===== src/rtl/bldcr_defs.vh =====
// Purpose: constants for the backlight driver config register bank (05h..0Fh)
// Assumes: 8-bit registers reached through the serial register port
// Notes: all offsets, write masks, writable register resets and timing counts live here
// Overview of operation
// - reg 05h bit 7 enables auto frequency adjust, reset cleared.
// - reg 05h bits 5:3 select switch edge slew, typical/slow/fast.
// - reg 06h bits 2:0 hold brightness low three bits, reset all ones.
// - reg 07h holds brightness upper eight bits, reset 0xff.
// - reg 08h bits 7:6 pick dimming sample rate, reset 24 MHz.
// - reg 08h bit 5 picks dimming input active polarity.
// - reg 08h bits 4:2 set duty hysteresis in LSBs, reset four.
// - reg 08h bits 1:0 set dimming glitch filter, reset 200 ns.
// - reg 09h bits 7:4 set sink turn-on ramp, reset 8 ms.
// - reg 09h bits 3:0 set sink turn-off ramp, same coding.
// - reg 0Ah bits 6:4 set duty change ramp; bit 7 reserved.
// - reg 0Ah bits 3:0 set serial brightness change ramp.
// - reg 0Bh upper nibble sets flash timeout in 100 ms steps.
// - reg 0Bh bits 3:0 set flash sink current code, reset 1000.
// - reg 0Ch holds auto frequency upper threshold, reset 0x80.
// - reg 0Dh holds auto frequency lower threshold, reset 0x10.
// - reg 0Eh reports open, short, overcurrent and overtemp faults.
// - reg 0Fh reports overvoltage, undervoltage and flash timeout.
// - mode 00 standby, 01 backlight, 1x flash.
// - register address advances by one after each data byte.
`ifndef BLDCR_DEFS_VH
`define BLDCR_DEFS_VH
`define BLDCR_ADDR_BOOST 8'h05
`define BLDCR_ADDR_BR_LO 8'h06
`define BLDCR_ADDR_BR_HI 8'h07
`define BLDCR_ADDR_DIM 8'h08
`define BLDCR_ADDR_SINK 8'h09
`define BLDCR_ADDR_TRAN 8'h0a
`define BLDCR_ADDR_FLASH 8'h0b
`define BLDCR_ADDR_AF_HI 8'h0c
`define BLDCR_ADDR_AF_LO 8'h0d
`define BLDCR_ADDR_FAULT_FLAGS_ONE 8'h0e
`define BLDCR_ADDR_FAULT_FLAGS_TWO 8'h0f
`define BLDCR_RST_BOOST 8'h00
`define BLDCR_RST_BR_LO 8'h07
`define BLDCR_RST_BR_HI 8'hff
`define BLDCR_RST_DIM 8'h93
`define BLDCR_RST_SINK 8'h44
`define BLDCR_RST_TRAN 8'h00
`define BLDCR_RST_FLASH 8'h58
`define BLDCR_RST_AF_HI 8'h80
`define BLDCR_RST_AF_LO 8'h10
`define BLDCR_MASK_BOOST 8'hf8
`define BLDCR_MASK_BR_LO 8'h07
`define BLDCR_MASK_TRAN 8'h7f
`define BLDCR_MASK_FAULT_FLAGS_TWO 8'he0
`define BLDCR_CLK_HZ 25000000
`define BLDCR_FLASH_STEP_MS 100
`define BLDCR_FLASH_STEP_CYC ((`BLDCR_CLK_HZ / 1000) * `BLDCR_FLASH_STEP_MS)
`define BLDCR_MODE_FLASH_BIT 1
`endif


===== src/rtl/bldcr_flag_bit.v =====
// Purpose: one sticky fault flag, set by hardware, cleared by read or write
// Assumes: clear strobe lasts one cycle
// Notes: a set arriving with a clear wins, so no event is lost
`timescale 1ns/10ps
module bldcr_flag_bit (
    input wire core_clk,
    input wire rst,
    input wire set_evt,
    input wire clr,
    output reg flag
);
    always @(posedge core_clk) begin
        if (rst)
            flag <= 1'b0;
        else if (set_evt)
            flag <= 1'b1;
        else if (clr)
            flag <= 1'b0;
    end
endmodule // bldcr_flag_bit


===== src/rtl/bldcr_flash_timer.v =====
// Purpose: flash timeout timer, counts code x 100 ms while flash is active
// Assumes: core_clk at 25 MHz
// Notes: code zero disables the timeout
`timescale 1ns/10ps
`include "bldcr_defs.vh"
module bldcr_flash_timer #(
    parameter STEP_CYC = `BLDCR_FLASH_STEP_CYC
) (
    input wire core_clk,
    input wire rst,
    input wire flash_active,
    input wire [3:0] strobe_timeout_sel,
    output reg expired
);
    reg [22:0] step_cnt;
    reg [3:0] step_num;
    always @(posedge core_clk) begin
        if (rst || !flash_active || strobe_timeout_sel == 4'h0) begin
            step_cnt <= 23'h0;
            step_num <= 4'h0;
            expired <= 1'b0;
        end else if (!expired) begin
            if (step_cnt == STEP_CYC[22:0] - 23'h1) begin
                step_cnt <= 23'h0;
                step_num <= step_num + 4'h1;
                if (step_num + 4'h1 == strobe_timeout_sel)
                    expired <= 1'b1;
            end else begin
                step_cnt <= step_cnt + 23'h1;
            end
        end
    end
endmodule // bldcr_flash_timer


===== src/rtl/bldcr_regs.v =====
// Purpose: config registers 05h..0Fh of a three-string backlight and flash driver
// Assumes: serial engine gives address load, byte write and byte read strobes
// Notes: fields drive the analog and dimming logic as plain registered outputs
`timescale 1ns/10ps
`include "bldcr_defs.vh"
module bldcr_regs #(
    parameter FLASH_STEP_CYC = `BLDCR_FLASH_STEP_CYC
) (
    input wire core_clk,
    input wire rst,
    input wire addr_load,
    input wire [7:0] addr_in,
    input wire wr_stb,
    input wire [7:0] wr_data,
    input wire rd_stb,
    output reg [7:0] rd_data,
    output reg [7:0] cur_addr,
    input wire [1:0] operating_mode_sel,
    input wire [7:0] fault1_evt,
    input wire [1:0] fault2_evt,
    output reg auto_freq_enable,
    output reg coil_value_select,
    output reg [2:0] edge_slew_select,
    output reg [10:0] brightness_code,
    output reg [1:0] dim_sample_rate,
    output reg dim_polarity,
    output reg [2:0] dim_hysteresis,
    output reg [1:0] dim_glitch_filter,
    output reg [3:0] sink_rise_ramp,
    output reg [3:0] sink_fall_ramp,
    output reg [2:0] duty_change_ramp,
    output reg [3:0] serial_change_ramp,
    output reg [3:0] strobe_timeout_sel,
    output reg [3:0] strobe_current_sel,
    output reg [7:0] auto_freq_upper,
    output reg [7:0] auto_freq_lower,
    output reg standby_mode,
    output reg backlight_mode,
    output reg flash_drive
);
    reg [7:0] boost_control_two;
    reg [7:0] brightness_low_bits;
    reg [7:0] brightness_high_bits;
    reg [7:0] dimming_input_control;
    reg [7:0] sink_ramp_times;
    reg [7:0] brightness_transition_times;
    reg [7:0] flash_settings;
    reg [7:0] auto_freq_upper_threshold;
    reg [7:0] auto_freq_lower_threshold;
    reg [7:0] next_rd_data;
    wire [7:0] fault_flags_one;
    wire [7:0] fault_flags_two;
    wire [10:0] flag_set;
    wire [10:0] flag_q;
    wire clr_fault_flags_one;
    wire clr_fault_flags_two;
    wire flash_req;
    wire timeout_hit;
    wire [7:0] access_addr;
    reg timeout_hit_q;
    wire timeout_evt;

    assign access_addr = cur_addr;
    assign flash_req = operating_mode_sel[`BLDCR_MODE_FLASH_BIT];

    always @(posedge core_clk) begin
        if (rst)
            cur_addr <= 8'h00;
        else if (addr_load)
            cur_addr <= addr_in;
        else if (wr_stb || rd_stb)
            cur_addr <= cur_addr + 8'h01;
    end

    always @(posedge core_clk) begin
        if (rst) begin
            boost_control_two <= `BLDCR_RST_BOOST;
            brightness_low_bits <= `BLDCR_RST_BR_LO;
            brightness_high_bits <= `BLDCR_RST_BR_HI;
            dimming_input_control <= `BLDCR_RST_DIM;
            sink_ramp_times <= `BLDCR_RST_SINK;
            brightness_transition_times <= `BLDCR_RST_TRAN;
            flash_settings <= `BLDCR_RST_FLASH;
            auto_freq_upper_threshold <= `BLDCR_RST_AF_HI;
            auto_freq_lower_threshold <= `BLDCR_RST_AF_LO;
        end else if (wr_stb) begin
            if (access_addr == `BLDCR_ADDR_BOOST)
                boost_control_two <= wr_data & `BLDCR_MASK_BOOST;
            else if (access_addr == `BLDCR_ADDR_BR_LO)
                brightness_low_bits <= wr_data & `BLDCR_MASK_BR_LO;
            else if (access_addr == `BLDCR_ADDR_BR_HI)
                brightness_high_bits <= wr_data;
            else if (access_addr == `BLDCR_ADDR_DIM)
                dimming_input_control <= wr_data;
            else if (access_addr == `BLDCR_ADDR_SINK)
                sink_ramp_times <= wr_data;
            else if (access_addr == `BLDCR_ADDR_TRAN)
                brightness_transition_times <= wr_data & `BLDCR_MASK_TRAN;
            else if (access_addr == `BLDCR_ADDR_FLASH)
                flash_settings <= wr_data;
            else if (access_addr == `BLDCR_ADDR_AF_HI)
                auto_freq_upper_threshold <= wr_data;
            else if (access_addr == `BLDCR_ADDR_AF_LO)
                auto_freq_lower_threshold <= wr_data;
        end
    end

    // flags clear on a read or any write to their register
    assign clr_fault_flags_one = (rd_stb || wr_stb) && access_addr == `BLDCR_ADDR_FAULT_FLAGS_ONE;
    assign clr_fault_flags_two = (rd_stb || wr_stb) && access_addr == `BLDCR_ADDR_FAULT_FLAGS_TWO;
    // expiry edge only; a level would defeat the read clear
    always @(posedge core_clk) begin
        if (rst)
            timeout_hit_q <= 1'b0;
        else
            timeout_hit_q <= timeout_hit;
    end
    assign timeout_evt = timeout_hit && !timeout_hit_q;
    assign flag_set = {timeout_evt, fault2_evt, fault1_evt};

    genvar gi;
    generate
        for (gi = 0; gi < 11; gi = gi + 1) begin : g_flag
            bldcr_flag_bit u_flag (
                .core_clk(core_clk),
                .rst(rst),
                .set_evt(flag_set[gi]),
                .clr(gi < 8 ? clr_fault_flags_one : clr_fault_flags_two),
                .flag(flag_q[gi])
            );
        end
    endgenerate

    assign fault_flags_one = flag_q[7:0];
    // overvoltage, undervoltage, timeout; low bits zero
    assign fault_flags_two = {flag_q[9], flag_q[8], flag_q[10], 5'h00};

    bldcr_flash_timer #(
        .STEP_CYC(FLASH_STEP_CYC)
    ) u_timer (
        .core_clk(core_clk),
        .rst(rst),
        .flash_active(flash_req),
        .strobe_timeout_sel(flash_settings[7:4]),
        .expired(timeout_hit)
    );

    always @* begin
        if (access_addr == `BLDCR_ADDR_BOOST)
            next_rd_data = boost_control_two;
        else if (access_addr == `BLDCR_ADDR_BR_LO)
            next_rd_data = brightness_low_bits;
        else if (access_addr == `BLDCR_ADDR_BR_HI)
            next_rd_data = brightness_high_bits;
        else if (access_addr == `BLDCR_ADDR_DIM)
            next_rd_data = dimming_input_control;
        else if (access_addr == `BLDCR_ADDR_SINK)
            next_rd_data = sink_ramp_times;
        else if (access_addr == `BLDCR_ADDR_TRAN)
            next_rd_data = brightness_transition_times;
        else if (access_addr == `BLDCR_ADDR_FLASH)
            next_rd_data = flash_settings;
        else if (access_addr == `BLDCR_ADDR_AF_HI)
            next_rd_data = auto_freq_upper_threshold;
        else if (access_addr == `BLDCR_ADDR_AF_LO)
            next_rd_data = auto_freq_lower_threshold;
        else if (access_addr == `BLDCR_ADDR_FAULT_FLAGS_ONE)
            next_rd_data = fault_flags_one;
        else if (access_addr == `BLDCR_ADDR_FAULT_FLAGS_TWO)
            next_rd_data = fault_flags_two;
        else
            next_rd_data = 8'h00;
    end

    // read data tracks the current address so the engine can shift it out
    always @(posedge core_clk) begin
        if (rst)
            rd_data <= 8'h00;
        else
            rd_data <= next_rd_data;
    end

    always @(posedge core_clk) begin
        if (rst) begin
            auto_freq_enable <= 1'b0;
            coil_value_select <= 1'b0;
            edge_slew_select <= 3'h0;
            brightness_code <= 11'h7ff;
            dim_sample_rate <= 2'h2;
            dim_polarity <= 1'b0;
            dim_hysteresis <= 3'h4;
            dim_glitch_filter <= 2'h3;
            sink_rise_ramp <= 4'h4;
            sink_fall_ramp <= 4'h4;
            duty_change_ramp <= 3'h0;
            serial_change_ramp <= 4'h0;
            strobe_timeout_sel <= 4'h5;
            strobe_current_sel <= 4'h8;
            auto_freq_upper <= 8'h80;
            auto_freq_lower <= 8'h10;
            standby_mode <= 1'b1;
            backlight_mode <= 1'b0;
            flash_drive <= 1'b0;
        end else begin
            auto_freq_enable <= boost_control_two[7];
            coil_value_select <= boost_control_two[6];
            edge_slew_select <= boost_control_two[5:3];
            brightness_code <= {brightness_high_bits, brightness_low_bits[2:0]};
            dim_sample_rate <= dimming_input_control[7:6];
            dim_polarity <= dimming_input_control[5];
            dim_hysteresis <= dimming_input_control[4:2];
            dim_glitch_filter <= dimming_input_control[1:0];
            sink_rise_ramp <= sink_ramp_times[7:4];
            sink_fall_ramp <= sink_ramp_times[3:0];
            duty_change_ramp <= brightness_transition_times[6:4];
            serial_change_ramp <= brightness_transition_times[3:0];
            strobe_timeout_sel <= flash_settings[7:4];
            strobe_current_sel <= flash_settings[3:0];
            auto_freq_upper <= auto_freq_upper_threshold;
            auto_freq_lower <= auto_freq_lower_threshold;
            standby_mode <= operating_mode_sel == 2'b00;
            backlight_mode <= operating_mode_sel == 2'b01;
            flash_drive <= flash_req && !timeout_hit;
        end
    end
endmodule // bldcr_regs


===== config.mk =====
export PLATFORM = sky130hd
export DESIGN_NAME = bldcr_regs
export DESIGN_NICKNAME = d
export VERILOG_FILES = /design/src/rtl/bldcr_flag_bit.v /design/src/rtl/bldcr_flash_timer.v /design/src/rtl/bldcr_regs.v
export VERILOG_INCLUDE_DIRS = /design/src /design/src/rtl
export SDC_FILE = /design/constraint.sdc
export NUM_CORES = 1
export LEC_CHECK = 0
export BUFFER_PORTS_ARGS = -buffer_cell sky130_fd_sc_hd__buf_2
export CAP_MARGIN = 20
export CORE_UTILIZATION = 35
export CTS_BUF_LIST = sky130_fd_sc_hd__clkbuf_8
export CTS_CLUSTER_SIZE = 30
export DETAILED_ROUTE_END_ITERATION = 12
export HOLD_SLACK_MARGIN = 0.08
export PLACE_DENSITY_LB_ADDON = 0.12
export SLEW_MARGIN = 25
export SYNTH_ARGS = -nofsm -noshare
export SYNTH_HDL_FRONTEND = slang
export SYNTH_SLANG_ARGS = --single-unit

===== constraint.sdc =====
create_clock -name core_clk -period 2.7 [get_ports core_clk]
set_clock_uncertainty 0.2 [all_clocks]
set_input_delay 0.27 -clock core_clk [delete_from_list [all_inputs] [get_ports core_clk]]
set_output_delay 0.27 -clock core_clk [all_outputs]
set_load 0.05 [all_outputs]

After elaboration in Yosys (flattened, before gate mapping)
Cells that the tools add are included.

operators by class
  add/sub/neg operators = 3
  eq/ne operators = 14
  multiplexer cells = 30
  bitwise logic cells = 9
  reductions and logical operators = 35

operators by type and width
  operator                                                            number
  8-bit 2-to-1 mux                                                    13
  8-bit by 4-bit == test with 1-bit output (second input constant)    8
  8-bit by 3-bit == test with 1-bit output (second input constant)    3
  2-bit nonzero test                                                  12
  23-bit by 1-bit adder with 23-bit output (second input constant)    1
  23-bit by 22-bit == test with 1-bit output (second input constant)  1
  23-bit 2-to-1 mux                                                   1
  1-bit 2-to-1 mux                                                    16
  10-bit AND reduction                                                1
  1-bit inverter                                                      9
  9-bit AND reduction                                                 1
  8-bit by 1-bit adder with 8-bit output (second input constant)      1
  8-bit AND reduction                                                 1
  7-bit AND reduction                                                 1
  6-bit AND reduction                                                 1
  5-bit AND reduction                                                 1
  4-bit by 1-bit adder with 4-bit output (second input constant)      1
  4-bit == test                                                       1
  1-bit logical AND                                                   4
  4-bit logical NOT                                                   1
  2-bit AND reduction                                                 2
  4-bit AND reduction                                                 1
  1-bit logical NOT                                                   3
  1-bit logical OR                                                    3
  other kinds (4)                                                     4

word-level totals
  register bits = 185
  input bits = 33
  output and inout port bits = 82
  word-level logic and storage cells = 137

Logic depth before layout (Yosys ltp)
  depth in word-level cells = 12
  depth in mapped cells = 9
  depth with buffers taken out = 7

By module
Synthesis repeated with hierarchy kept, for this count alone.

unflattened totals
  cells, all modules = 826
  area, all modules = 7626.1 µm²

modules (own cells, without submodules)
  module             times used  cells an instance  area an instance (µm²)  seq. area each (µm²)
  bldcr_regs         1           610                5729.2                  2922.8
  bldcr_flash_timer  1           172                1470.2                  560.5
  bldcr_flag_bit     11          4                  38.8                    20.0

Least setup slack after synthesis
Ideal clock, no wire load.

  path type = reg2reg
  start point = register cur_addr[0]
  end point = register auto_freq_lower_threshold[4]
  library setup time = 0.120 ns
  arrival = 2.353 ns
  required time = 2.380 ns
  setup slack = 0.027 ns
  cell stages (with the launch flop) = 9
  buffers on the path = 1
  clock period less this slack = 2.673 ns
  cell sequence = dfxtp_1 > inv_1 > ha_1 > clkbuf_1 > nor2b_1 > nand2_1 > nor2_2 > nor2b_1 > a211o_1

between the ends
  longest elaborated chain between the ends = 3

RTL lines
  element                                                                                                         line              source
  from (decl)                                                                                                     bldcr_regs.v:17   output reg [7:0] cur_addr,
  from (signal assigned)                                                                                          bldcr_regs.v:70   cur_addr <= addr_in;
  from (signal assigned)                                                                                          bldcr_regs.v:72   cur_addr <= cur_addr + 8'h01;
  8-bit by 4-bit == test with 1-bit output (no line) or 8-bit by 3-bit == test with 1-bit output (tied branches)  n/a
  1-bit inverter (no line)                                                                                        n/a
  10-bit AND reduction (no line) (*)                                                                              n/a
  to (signal assigned)                                                                                            bldcr_regs.v:85   auto_freq_lower_threshold <= `BLDCR_RST_AF_LO;
  to (signal assigned)                                                                                            bldcr_regs.v:104  auto_freq_lower_threshold <= wr_data;
  to (decl)                                                                                                       bldcr_regs.v:49   reg [7:0] auto_freq_lower_threshold;

Mark *: on every way between the ends. The rest lies on a longest branch, timed or not.
A chain may end at the register's enable or synchronous reset.

Final worst setup path
  start point = register cur_addr[0]
  end point = register rd_data[6]

between the ends
  longest elaborated chain between the ends = 12

RTL lines
  element                                             line              source
  8-bit by 4-bit == test with 1-bit output (no line)  n/a
  8-bit 2-to-1 mux                                    bldcr_regs.v:169  else if (access_addr == `BLDCR_ADDR_FAULT_FLAGS_TWO)
  8-bit 2-to-1 mux                                    bldcr_regs.v:167  else if (access_addr == `BLDCR_ADDR_FAULT_FLAGS_ONE)
  8-bit 2-to-1 mux                                    bldcr_regs.v:165  else if (access_addr == `BLDCR_ADDR_AF_LO)
  8-bit 2-to-1 mux                                    bldcr_regs.v:163  else if (access_addr == `BLDCR_ADDR_AF_HI)
  8-bit 2-to-1 mux                                    bldcr_regs.v:161  else if (access_addr == `BLDCR_ADDR_FLASH)
  8-bit 2-to-1 mux                                    bldcr_regs.v:159  else if (access_addr == `BLDCR_ADDR_TRAN)
  8-bit 2-to-1 mux                                    bldcr_regs.v:157  else if (access_addr == `BLDCR_ADDR_SINK)
  8-bit 2-to-1 mux                                    bldcr_regs.v:155  else if (access_addr == `BLDCR_ADDR_DIM)
  8-bit 2-to-1 mux                                    bldcr_regs.v:153  else if (access_addr == `BLDCR_ADDR_BR_HI)
  8-bit 2-to-1 mux                                    bldcr_regs.v:151  else if (access_addr == `BLDCR_ADDR_BR_LO)
  8-bit 2-to-1 mux (*)                                bldcr_regs.v:149  if (access_addr == `BLDCR_ADDR_BOOST)
  to (signal assigned)                                bldcr_regs.v:180  rd_data <= next_rd_data;
  to (decl)                                           bldcr_regs.v:16   output reg [7:0] rd_data,

Marked as above.

==> impl_summary.log <==
INFO  metric outcome = complete, no violations
INFO  metric setup_viol_count_final = 0
INFO  metric timing.critical_path.max_delay_family = compound AO/OA/AOI/OAI gates
INFO  metric clock_pin_slew_worst_setup_and_hold_paths = roughly 100 ps
INFO  metric finalMaxSlewViolations = 0
INFO  metric first_global_vias = between 5000 and 6000
INFO  metric finalNetCount = 980
INFO  metric fp.dieH = roughly 150 microns
INFO  metric crit_buf_inv = 2
INFO  metric cts-buffers-inserted = 17
INFO  metric irDropWorstVdd = approximately 0.27 mV
INFO  metric hold_viol = 0
INFO  metric worst_slew_margin_rel = 49.7%
INFO  metric drt-wirelength-per-cell = 16.2 microns
INFO  metric port-buffer-count = 114
INFO  metric synthesis.area = roughly 0.0073 sq mm
INFO  metric synth_enable_flop_cells = 0
INFO  metric setup.worst_path.end_class = flop
INFO  metric dpl.hpwl = about 14000 microns
INFO  metric via_per_inst = approximately 5
INFO  metric power_density = 566 mW/mm^2
INFO  metric post-synth-top-area-fraction = 50.6%
INFO  metric final_core_utilization = around 44%
INFO  metric drt-total-wl = 19900 microns
INFO  metric finalCritPeriodShare = 91.7%
INFO  metric ys_types = 65
INFO  metric avgSynthCellArea = a little over 9 sq um
INFO  metric synth_top_flop_cell = dfxtp_1
INFO  metric ys_top_cells_by_area = dfxtp_1, mux2i_1, nor2_1
INFO  metric syn2layout_area_growth = 23.3%
INFO  metric worst-setup-path-type = flop to flop
INFO  metric crit_fanout = 8
INFO  metric pin_count_of_the_biggest_net_entering_global_routing = 80
INFO  metric total_inserted_antenna_cells = 0
INFO  metric critPathArrivalTime = roughly 2600 ps
INFO  metric list_of_cells_traversed_by_the_critical_path = inv_1 > ha_1 > buf_4 > a211o_1 > a31oi_1 > a221oi_1 > a22oi_1 > o31ai_1
INFO  metric synth.largest_area_cell = dfxtp_1
INFO  metric fin_crit_period = approximately 2500 ps
INFO  metric htreeDepth = 4
INFO  metric cts_tree = done
INFO  metric fmax = a little over 400 MHz
INFO  metric grt_pass1_wl = ~32000 microns
INFO  metric bufs_on_longest_clock_path = 2
INFO  metric io_pins = 115
INFO  metric final_layout_size_suffix_gt1_share = 22.3%
INFO  metric final_common_cell = dfxtp_1
INFO  metric power.leakage = roughly 0.0037 uW
INFO  metric detailedRoute.firstIterationViolations = roughly 380
INFO  metric clock-sinks = around 190
INFO  metric dieArea = 0.0215 sq mm
INFO  metric timing.critical_path.slowest_stage_cell = dfxtp_1
INFO  metric share_of_the_yosys_chip_area_belonging_to_registers = about half
INFO  metric drt.antenna.violating_nets = 0
INFO  metric ys_ff_latch = 185
INFO  metric via_count = 5963
INFO  metric timing.max_cap.violations = 0
INFO  metric critical-path-max-stage-delay = around 520 ps
INFO  metric grt.total_usage = between 10% and 20%
INFO  metric required_arrival_time_at_the_worst_endpoint = 2840 ps
INFO  metric crit_path_start_kind = flop
INFO  metric core = around 0.020 sq mm
INFO  metric drc_violations = 0
INFO  metric commonest_cells_after_routing_fill_and_taps_aside = dfxtp_1, buf_2, nor2_1
INFO  metric tightest_slew = 755 ps
INFO  metric initial_antenna_violation_count = 0
INFO  metric postSynthCellCount = 794
INFO  metric place_congestion = approximately 0.84
INFO  metric ctsRootBufferMaster = clkbuf_8
INFO  metric timing.hold.worst.class = input pin to flop
INFO  metric first_pass_iters = 6
INFO  metric gr-total-overflow = 0
INFO  metric num_rows = between 50 and 60
INFO  metric postSynth.asyncResetShare = 0%
INFO  metric die_x = approximately 150 microns
INFO  metric initial_utilization = between 30% and 40%
INFO  metric rsz_0062_raised_after_global_routing = false
INFO  metric synth.yosys.warnings = 0
INFO  metric final.setup.tns = 0 ps
INFO  metric synth_fp_nets = roughly 830
INFO  metric clock_network_latency_to_the_later_pin_of_the_worst_skew_pair = 470 ps
[through the flow]
| stage | cells | hold slack [ps] | total power [uW] | cell area (sq um) | setup slack (ps) |
|---|---|---|---|---|---|
| 2_1_floorplan | 794 | 146 | 3110 | 7310 | 27.0 |
| 3_3_place_gp | 1155 | 243 | 3260 | 8250 | 122 |
| 3_5_place_dp | 1155 | 240 | 3260 | 8250 | 161 |
| 4_1_cts | 1224 | 98.9 | 5170 | 9010 | 117 |
| 5_1_grt | 1224 | 132 | 5350 | 9020 | 72.5 |
| 6_report | 1224 | 146 | 5100 | 9020 | 223 |
[cell usage after synthesis (all sizes together), types with 5 or more instances]
cell    instances
xnor2          14
o211ai          8
a21oi          53
or2            24
ha              6
a211o           8
clkbuf         37
nand2          61
xor2           20
nor3            7
buf            13
or3             8
nor4            7
a31oi           5
dfxtp         185
nand3          14
o22ai           6
o21ai          26
mux2i          47
nand4          11
nor2b          49
inv            22
nor2          108
[flip-flops by register name (all words and copies together) (netlist names), 7 cells and up]
| name | cells |
|---|---|
| auto_freq_lower_threshold | 8 |
| g_flag.u_flag.flag | 11 |
| rd_data | 8 |
| auto_freq_lower | 8 |
| brightness_transition_times | 7 |
| dimming_input_control | 8 |
| flash_settings | 8 |
| sink_ramp_times | 8 |
| u_timer.step_cnt | 23 |
| auto_freq_upper_threshold | 8 |
| brightness_high_bits | 8 |
| cur_addr | 8 |
| brightness_code | 11 |
| auto_freq_upper | 8 |
[final timing paths]
kind | start | end | slack [ps] | cells after the start
min | addr_load | cur_addr[6] | 150 | 3
max reg2reg | cur_addr[0] | rd_data[6] | 220 | 8
max | cur_addr[0] | rd_data[6] | 220 | 8
min reg2reg | sink_ramp_times[2] | sink_fall_ramp[2] | 260 | 1
[cell type report]
class	instances	area (sq um)
inverters	24	90.1
repair buffers	178	1170
clock buffers	18	248
well taps	270	338
clock inverters	14	149
flip-flops and latches	185	3700
multi-input cells	535	3320
fillers	2033	11300
[logic make-up (layout without fill, tap and decap cells)]
family / count (synthesis) / in the layout / share of synthesized area [%]
xor+xnor: 34 / 34 / 4.07
flops: 185 / 185 / 50.6
fa+ha+maj: 6 / 6 / 1.03
mux: 47 / 47 / 6.43
simple gates: 308 / 308 / 21.4
buf+inv: 74 / 234 / 4.04
compound gates: 140 / 140 / 12.4
[what timing repair did]
action                                 CTS  global route
endpoints found under the hold margin   99             0
hold buffers                            37             0
setup buffers                            0             0
setup endpoints to repair                0             1
gates resized for setup                  0             1
[metal layers]
layer | GRT usage (%) | vias to the layer above | routed length [microns]
met5 | 0 | - | 0
met4 | 6.82 | 0 | 417
met3 | 3.78 | 27 | 906
met2 | 29.4 | 155 | 8870
met1 | 26.7 | 2772 | 9660
li1 | - | 3009 | -
[power breakdown]
part	leakage, uW	internal (uW)	switching (uW)
registers	0.00150	2760	29.7
logic	0.00204	163	290
clock network	0.000196	852	1010
[worst reg2reg max path, delay by kind of cell, from the launching register on]
kind | cells | cell delay [ps]
AO/OA/AOI/OAI | 5 | 930
adder cells (fa/ha/maj) | 1 | 340
buffers and inverters | 2 | 340
flip-flops | 1 | 520
No activity file was read; power rests on OpenSTA's default activity.
